==> src/xab_defs.svh <==
// offsets, reset values, field positions and codes of the extended addressing register bank
`ifndef XAB_DEFS_SVH
`define XAB_DEFS_SVH
`define XAB_OFS_PAGE_HI   8'hA1
`define XAB_OFS_BANK_CTL  8'hA2
`define XAB_OFS_AUX_PORT  8'hA6
`define XAB_OFS_IRQ_CTL   8'hC0
`define XAB_RST_PAGE_HI   8'h00
`define XAB_RST_BANK_CTL  8'h70
`define XAB_RST_AUX_PORT  8'hFF
`define XAB_RST_IRQ_CTL   8'h00
`define XAB_BANK_MODE_BIT 7
`define XAB_BANK_RSV_VAL  3'h7
`define XAB_IRQ_C_TRIG    0
`define XAB_IRQ_C_FLAG    1
`define XAB_IRQ_D_TRIG    4
`define XAB_IRQ_D_FLAG    5
`define XAB_IRQ_C_EN      2
`define XAB_IRQ_D_EN      6
`define XAB_BITADR_BASE   5'h18
`endif

==> src/xab_pkg.sv <==
// types shared by the extended addressing register bank
package xab_pkg;
  typedef enum logic [2:0]
  {
    CYC_NONE  = 3'h0,
    CYC_FETCH = 3'h1,
    CYC_TABLE = 3'h2,
    CYC_XDPTR = 3'h3,
    CYC_XRI   = 3'h4
  } xab_cyc_e;
  typedef enum logic [1:0]
  {
    PWR_RUN  = 2'h0,
    PWR_IDLE = 2'h1,
    PWR_DOWN = 2'h2
  } xab_pwr_e;
  typedef struct packed
  {
    logic       rd;
    logic       rmw;
    logic       wr;
    logic       bitOp;
    logic       bitVal;
    logic [7:0] addr;
    logic [7:0] wdata;
  } xab_sfr_req_s;
  typedef struct packed
  {
    xab_cyc_e    cyc;
    logic [15:0] addr;
    logic [7:0]  riPtr;
    logic        ale;
    logic        program_store_strobe;
    logic [7:0]  dout;
    logic        doe;
  } xab_bus_req_s;
endpackage

==> src/xab_sfr_bank.sv <==
// extended addressing special function register bank with its pin drivers
//
// Summary of operation
// - indirect external move through 8-bit pointer drives page byte on high address pins.
// - page byte register is 8-bit read/write and resets to zero.
// - page byte register ignores single-bit set and clear operations.
// - bank control bit 7 selects pin function; bits 3-0 give pin values when zero.
// - bank control register bits 7 and 3-0 are read/write, reset value hex 70.
// - aux port register drives aux port pins, resets to all ones.
// - extra interrupt control register holds config and status, resets zero, bit-addressable.
// - only the extra interrupt control register accepts bit-level access.
// - all four registers take direct and read-modify-write reads and writes.
// - idle holds both strobes high, power-down low; ports keep data, bus floats.
// - in low power, bank pins show zero or decoded chip select per mode bit.
// - chip-select mode drives exactly one bank pin low per 16K region.
// - bank control bits 6-4 always read back as 111.
// - bank mode drives low nibble only on table reads and data moves, else zero.
`include "xab_defs.svh"
module xab_sfr_bank
(
  input  wire logic                  mclk,
  input  wire logic                  rst_n,
  input  wire xab_pkg::xab_sfr_req_s sfrReq,
  output logic [7:0]                 sfrRdData,
  input  wire xab_pkg::xab_bus_req_s busReq,
  input  wire xab_pkg::xab_pwr_e     pwrMode,
  input  wire logic                  irqAckC,
  input  wire logic                  irqAckD,
  input  wire logic                  extraIrqCInput_n,
  input  wire logic                  extraIrqDInput_n,
  output logic                       irqReqC,
  output logic                       irqReqD,
  input  wire logic [7:0]            auxPortIn,
  output logic [7:0]                 auxPortOutput,
  output logic [7:0]                 middleAddressPins,
  output logic [7:0]                 highAddressPins,
  output logic [3:0]                 bankAddressPins,
  output logic                       addrLatchStrobe,
  output logic                       programStoreStrobe_n,
  output logic [7:0]                 extDataBusOut,
  output logic                       extDataBusOe
);
  ////////////////////////////////////////////////////////////////////////////
  logic [7:0] pageHighByte_r;
  logic [7:0] bankSelCtl_r;
  logic [7:0] auxPort_r;
  logic [7:0] irqCtl_r;
  logic [7:0] irqCtl_nxt;
  logic [1:0] irqMeta_r;
  logic [1:0] irqSync_r;
  logic [1:0] irqPrev_r;
  logic [7:0] auxMeta_r;
  logic [7:0] auxSync_r;
  logic [7:0] rdData_nxt;
  logic [15:0] busAddr;
  logic [3:0] bankNibble;
  logic [3:0] chipSel;
  logic       lowPower;
  logic       extCycle;
  logic       wrPage;
  logic       wrBank;
  logic       wrAux;
  logic       wrIrq;
  logic       bitIrq;
  logic [2:0] bitIdx;
  logic [1:0] fallEdge;
  logic [1:0] irqAck;
  ////////////////////////////////////////////////////////////////////////////
  // whole-register writes decode on full byte address; bit ops only hit the
  // interrupt control register
  assign wrPage = sfrReq.wr && !sfrReq.bitOp && sfrReq.addr == `XAB_OFS_PAGE_HI;
  assign wrBank = sfrReq.wr && !sfrReq.bitOp && sfrReq.addr == `XAB_OFS_BANK_CTL;
  assign wrAux  = sfrReq.wr && !sfrReq.bitOp && sfrReq.addr == `XAB_OFS_AUX_PORT;
  assign wrIrq  = sfrReq.wr && !sfrReq.bitOp && sfrReq.addr == `XAB_OFS_IRQ_CTL;
  assign bitIrq = sfrReq.wr && sfrReq.bitOp
                  && sfrReq.addr[7:3] == `XAB_BITADR_BASE;
  assign bitIdx = sfrReq.addr[2:0];
  assign lowPower = pwrMode != xab_pkg::PWR_RUN;
  ////////////////////////////////////////////////////////////////////////////
  // external address formation
  assign busAddr = (busReq.cyc == xab_pkg::CYC_XRI)
                   ? {pageHighByte_r, busReq.riPtr}
                   : busReq.addr;
  assign extCycle = busReq.cyc == xab_pkg::CYC_TABLE
                    || busReq.cyc == xab_pkg::CYC_XDPTR
                    || busReq.cyc == xab_pkg::CYC_XRI;
  // one-hot-low select from the top two bits of the high address pins
  assign chipSel = ~(4'h1 << highAddressPins[7:6]);
  assign bankNibble = bankSelCtl_r[`XAB_BANK_MODE_BIT] ? chipSel
                    : (extCycle && !lowPower) ? bankSelCtl_r[3:0]
                    : 4'h0;
  ////////////////////////////////////////////////////////////////////////////
  // interrupt input conditioning
  assign fallEdge = irqPrev_r & ~irqSync_r;
  assign irqAck = {irqAckD, irqAckC};
  always_comb
  begin
    irqCtl_nxt = irqCtl_r;
    if (wrIrq)
    begin
      irqCtl_nxt = sfrReq.wdata;
    end
    if (bitIrq)
    begin
      irqCtl_nxt[bitIdx] = sfrReq.bitVal;
    end
    // edge flags: acknowledge clears, a new edge in the same cycle wins
    if (irqCtl_r[`XAB_IRQ_C_TRIG])
    begin
      if (irqAck[0])
      begin
        irqCtl_nxt[`XAB_IRQ_C_FLAG] = 1'b0;
      end
      if (fallEdge[0])
      begin
        irqCtl_nxt[`XAB_IRQ_C_FLAG] = 1'b1;
      end
    end
    else
    begin
      irqCtl_nxt[`XAB_IRQ_C_FLAG] = ~irqSync_r[0];
    end
    if (irqCtl_r[`XAB_IRQ_D_TRIG])
    begin
      if (irqAck[1])
      begin
        irqCtl_nxt[`XAB_IRQ_D_FLAG] = 1'b0;
      end
      if (fallEdge[1])
      begin
        irqCtl_nxt[`XAB_IRQ_D_FLAG] = 1'b1;
      end
    end
    else
    begin
      irqCtl_nxt[`XAB_IRQ_D_FLAG] = ~irqSync_r[1];
    end
  end
  ////////////////////////////////////////////////////////////////////////////
  // read mux: port reads see the pins, read-modify-write sees the latch
  always_comb
  begin
    case (sfrReq.addr)
      `XAB_OFS_PAGE_HI:  rdData_nxt = pageHighByte_r;
      `XAB_OFS_BANK_CTL: rdData_nxt = {bankSelCtl_r[7], `XAB_BANK_RSV_VAL,
                                       bankSelCtl_r[3:0]};
      `XAB_OFS_AUX_PORT: rdData_nxt = sfrReq.rmw ? auxPort_r : auxSync_r;
      `XAB_OFS_IRQ_CTL:  rdData_nxt = irqCtl_r;
      default:           rdData_nxt = 8'h00;
    endcase
  end
  ////////////////////////////////////////////////////////////////////////////
  always_ff @(posedge mclk)
  begin
    irqMeta_r <= {extraIrqDInput_n, extraIrqCInput_n};
    irqSync_r <= irqMeta_r;
    auxMeta_r <= auxPortIn;
    auxSync_r <= auxMeta_r;
  end

  always_ff @(posedge mclk)
  begin
    if (!rst_n)
    begin
      pageHighByte_r <= `XAB_RST_PAGE_HI;
      bankSelCtl_r   <= `XAB_RST_BANK_CTL;
      auxPort_r      <= `XAB_RST_AUX_PORT;
      irqCtl_r       <= `XAB_RST_IRQ_CTL;
      irqPrev_r      <= 2'h3;
      sfrRdData      <= 8'h00;
    end
    else
    begin
      if (wrPage)
      begin
        pageHighByte_r <= sfrReq.wdata;
      end
      if (wrBank)
      begin
        bankSelCtl_r <= sfrReq.wdata;
      end
      if (wrAux)
      begin
        auxPort_r <= sfrReq.wdata;
      end
      irqCtl_r  <= irqCtl_nxt;
      irqPrev_r <= irqSync_r;
      if (sfrReq.rd)
      begin
        sfrRdData <= rdData_nxt;
      end
    end
  end
  ////////////////////////////////////////////////////////////////////////////
  // pin drivers; in idle and power-down the middle and high address pins hold
  always_ff @(posedge mclk)
  begin
    if (!rst_n)
    begin
      middleAddressPins    <= 8'h00;
      highAddressPins      <= 8'h00;
      bankAddressPins      <= 4'h0;
      addrLatchStrobe      <= 1'b1;
      programStoreStrobe_n <= 1'b1;
      extDataBusOut        <= 8'h00;
      extDataBusOe         <= 1'b0;
      auxPortOutput        <= `XAB_RST_AUX_PORT;
      irqReqC              <= 1'b0;
      irqReqD              <= 1'b0;
    end
    else
    begin
      auxPortOutput   <= auxPort_r;
      bankAddressPins <= bankNibble;
      irqReqC <= irqCtl_r[`XAB_IRQ_C_FLAG] && irqCtl_r[`XAB_IRQ_C_EN];
      irqReqD <= irqCtl_r[`XAB_IRQ_D_FLAG] && irqCtl_r[`XAB_IRQ_D_EN];
      if (lowPower)
      begin
        addrLatchStrobe      <= pwrMode == xab_pkg::PWR_IDLE;
        programStoreStrobe_n <= pwrMode == xab_pkg::PWR_IDLE;
        extDataBusOe         <= 1'b0;
      end
      else
      begin
        addrLatchStrobe      <= busReq.ale;
        programStoreStrobe_n <= busReq.program_store_strobe;
        extDataBusOe         <= busReq.doe;
        extDataBusOut        <= busReq.dout;
        if (busReq.cyc != xab_pkg::CYC_NONE)
        begin
          middleAddressPins <= busAddr[7:0];
          highAddressPins   <= busAddr[15:8];
        end
      end
    end
  end
endmodule

==> config.mk <==
export PLATFORM = sky130hd
export DESIGN_NAME = xab_sfr_bank
export DESIGN_NICKNAME = d
export VERILOG_FILES = /design/src/xab_pkg.sv /design/src/xab_sfr_bank.sv
export VERILOG_INCLUDE_DIRS = /design/src
export SDC_FILE = /design/constraint.sdc
export NUM_CORES = 1
export LEC_CHECK = 0
export BUFFER_PORTS_ARGS = -buffer_cell sky130_fd_sc_hd__buf_2
export CORE_MARGIN = 2
export CORE_UTILIZATION = 46
export DETAILED_ROUTE_END_ITERATION = 10
export PLACE_DENSITY = 0.8
export SLEW_MARGIN = 25
export SYNTH_ARGS = -nofsm -noshare
export SYNTH_HDL_FRONTEND = slang
export SYNTH_SLANG_ARGS = --single-unit
export TNS_END_PERCENT = 20
==> constraint.sdc <==
create_clock -name mclk -period 1.5 [get_ports mclk]
set_input_delay 0.075 -clock mclk [delete_from_list [all_inputs] [get_ports mclk]]
set_output_delay 0.075 -clock mclk [all_outputs]
set_load 0.02 [all_outputs]
==> run metrics <==
status=finished clean; die area=between 9000 and 10000 sq um; setup TNS=0 ps; fillcell total=648; DP Worst Slack=-169 ps; gr usage total=22.4%; Yosys warning total=0; final worst slack=106 ps; # port buffers=about 120; mapped cell area=between 3000 and 4000 sq um; Die X=96.5 microns; Hold/Removal Path Class=in2reg; ANT nets after route=0; Mapped Cells=397; WP buf/inv=3; Slew Limit Headroom=56.8%; DRC errors left=0; top_reg_cell synth=dfxtp_1; FF+latch count, synth=100; Critical Path End Type=flop; FMAX=just over 700 MHz; worst-path cell chain=dlygate4sd3_1 > buf_2 > or2_2 > nor2_4 > buf_12 > nor2_1 > a211oi_1; area delta synth->final=36.3%; Slew Limit Fails=0; initial DRC count=246; critical path depth in cells=7; core box area=8260 sq um; Worst EP required=1780 ps; average size of a mapped cell=a little under 10 sq um; RD Place Congestion=0.877; vias in the first global route=3357; Clock Path Buffers=2; Layout Skew=9.86 ps; Mapped Nets=472; CTS tree=yes; WL/cell=approximately 15 microns; PwrDens=952 nW/um^2; Crit Path Class=in2reg; share of the synthesized area in the top cell type=50.9%; Period minus WS final=1390 ps; Max VDD drop=612 uV; Worst Hold Path Cells=3; Final Hold Violating Endpoints=0; Ant. Diodes=0; Ports=124; Initial Utilization=47.7%; Vias=3597; Setup crit start kind=primary input; Synth async-reset ratio=0%; worst-margin pin slew=646 ps; clock slew seen by the registers of the worst setup and hold paths=90 ps; DP HPWL=7790 microns; CP delay by family, top=buffers and inverters; slowest CP cell=dlygate4sd3_1; vias per cell=roughly 5.3; total gr overflow=0; RSZ-0062 raised after global routing=yes; DP Area=4870 sq um; CTS Sinks=100; Final setup viols=0; number of synthesized flops with an enable pin=0; period utilisation layout=92.9%; final net count=about 640; antenna violations before repair=0; largest net degree at the start of global routing=47; Leak Pwr=2.41 nW; R2R depth=3; most frequent cells in the layout=buf_2 (123), dfxtp_1 (100), mux2i_1 (43), nor2_1 (39), nand2_1 (30); Synth cell types=48; cts bufs inserted=9; commonest non-fill, non-tap cell in the layout=buf_2; buffers inserted by post-CTS timing repair=0; max_cap viols=0; Clk Latency, worst-skew pair=between 300 and 400 ps; layout cells sized above 1=31.5%; crit-path max FO=32; dominant cell type by area after synthesis=dfxtp_1; Worst Path Arrival=1670 ps; fin area=5370 sq um; register area share after synthesis=50.9%; std cell rows=33; chip height=96.5 microns; Pre-Repair DR Iteration Count=4; htree depth=3; first-pass GRT wire length=16000 microns; cell at the root of the clock tree=clkbuf_8; CP peak stage delay=530 ps; DRT Wirelength=between 10000 and 15000 microns; Synth area leaders=dfxtp_1 (51%), mux2i_1 (11%), a211oi_1 (4.2%), nor2_1 (3.8%), a22o_1 (2.9%)
==> Yosys cell counts, types with 2 or more instances <==
cell type,n
nand2b_1,15
nand3b_1,4
buf_2,6
inv_1,5
a32oi_1,2
a21oi_1,16
or4b_1,2
nand2_1,30
nor3b_1,3
nor4_1,6
dfxtp_1,100
a311oi_1,5
nor4b_1,2
nor2b_1,7
a211oi_1,22
mux2_2,3
nor2_1,40
and3_1,4
clkbuf_1,17
nor3_1,5
o21ai_0,7
a22o_1,13
a221o_1,8
a31oi_1,2
nand3_1,7
a21boi_0,2
mux2i_1,43
==> path summary, 6_finish.rpt <==
path,startpoint,slack [ps],endpoint
max,pwrMode[1],110,middleAddressPins[1]
min reg2reg,irqMeta_r[1],330,irqSync_r[1]
min,sfrReq[0],7,auxPort_r[0]
max reg2reg,auxPort_r[5],270,sfrRdData[5]
==> report_power, final <==
group          internal, mW  switching, mW  total [mW]
clock                 0.816          0.915        1.73
combinational         0.294          0.321       0.614
sequential             2.73         0.0325        2.76
total                  3.84           1.27        5.11
==> cell families (layout without fill, tap and decap cells) <==
group | count (synthesis) | in the layout | synth area share (%)
muxes | 46 | 46 | 11.8
buffers and inverters | 31 | 206 | 3.34
DFF | 100 | 100 | 50.9
AOI/OAI and AO/OA | 84 | 84 | 15.8
and+or+nand+nor | 136 | 136 | 18.2
==> layer usage <==
metal	track usage, %	wire [microns]
met1	27.6	4430
met2	38.5	5140
met3	4.42	644
met4	8.92	212
met5	0	0
==> state kept, by name (all words and copies together) (netlist names), 2 cells and up <==
register / flops
bankAddressPins: 4
bankSelCtl_r: 5
irqCtl_r: 8
irqMeta_r: 2
middleAddressPins: 8
irqPrev_r: 2
auxPort_r: 8
auxMeta_r: 8
pageHighByte_r: 8
highAddressPins: 8
auxSync_r: 8
auxPortOutput: 8
extDataBusOut: 8
irqSync_r: 2
sfrRdData: 8
==> worst min-delay path, cell delays in order <==
cell and delay, ps:
buf_2 130, mux2i_1 80, nand2_1 60
==> layout make-up <==
type                            count  area [sq um]  area share [%]
Clock buffer                       12           145            2.71
Inverter                            6          22.5           0.420
Timing Repair Buffer              185          1190            22.3
Tap cell                          105           131            2.45
Multi-Input combinational cell    266          1820            34.0
Sequential cell                   100          2000            37.3
Clock inverter                      3          46.3           0.863
==> stage by stage <==
stage | hold WS [ps] | power [mW] | util [%] | std cells
3_3_place_gp | 177 | 3.36 | 59.0 | 633
4_1_cts | 3.97 | 5.12 | 64.8 | 677
2_1_floorplan | 103 | 3.10 | - | 397
5_1_grt | 13.8 | 5.29 | 65.0 | 677
3_5_place_dp | 179 | 3.38 | 59.0 | 633
6_report | 7.22 | 5.11 | 65.0 | 677
==> timing repair <==
action / CTS / global route
setup endpoints to repair: 0 / 4
hold buffers: 29 / 0
hold endpoints to repair: 29 / 0
resized for setup: 0 / 4
Note: power is estimated with default switching activity, not from simulation.
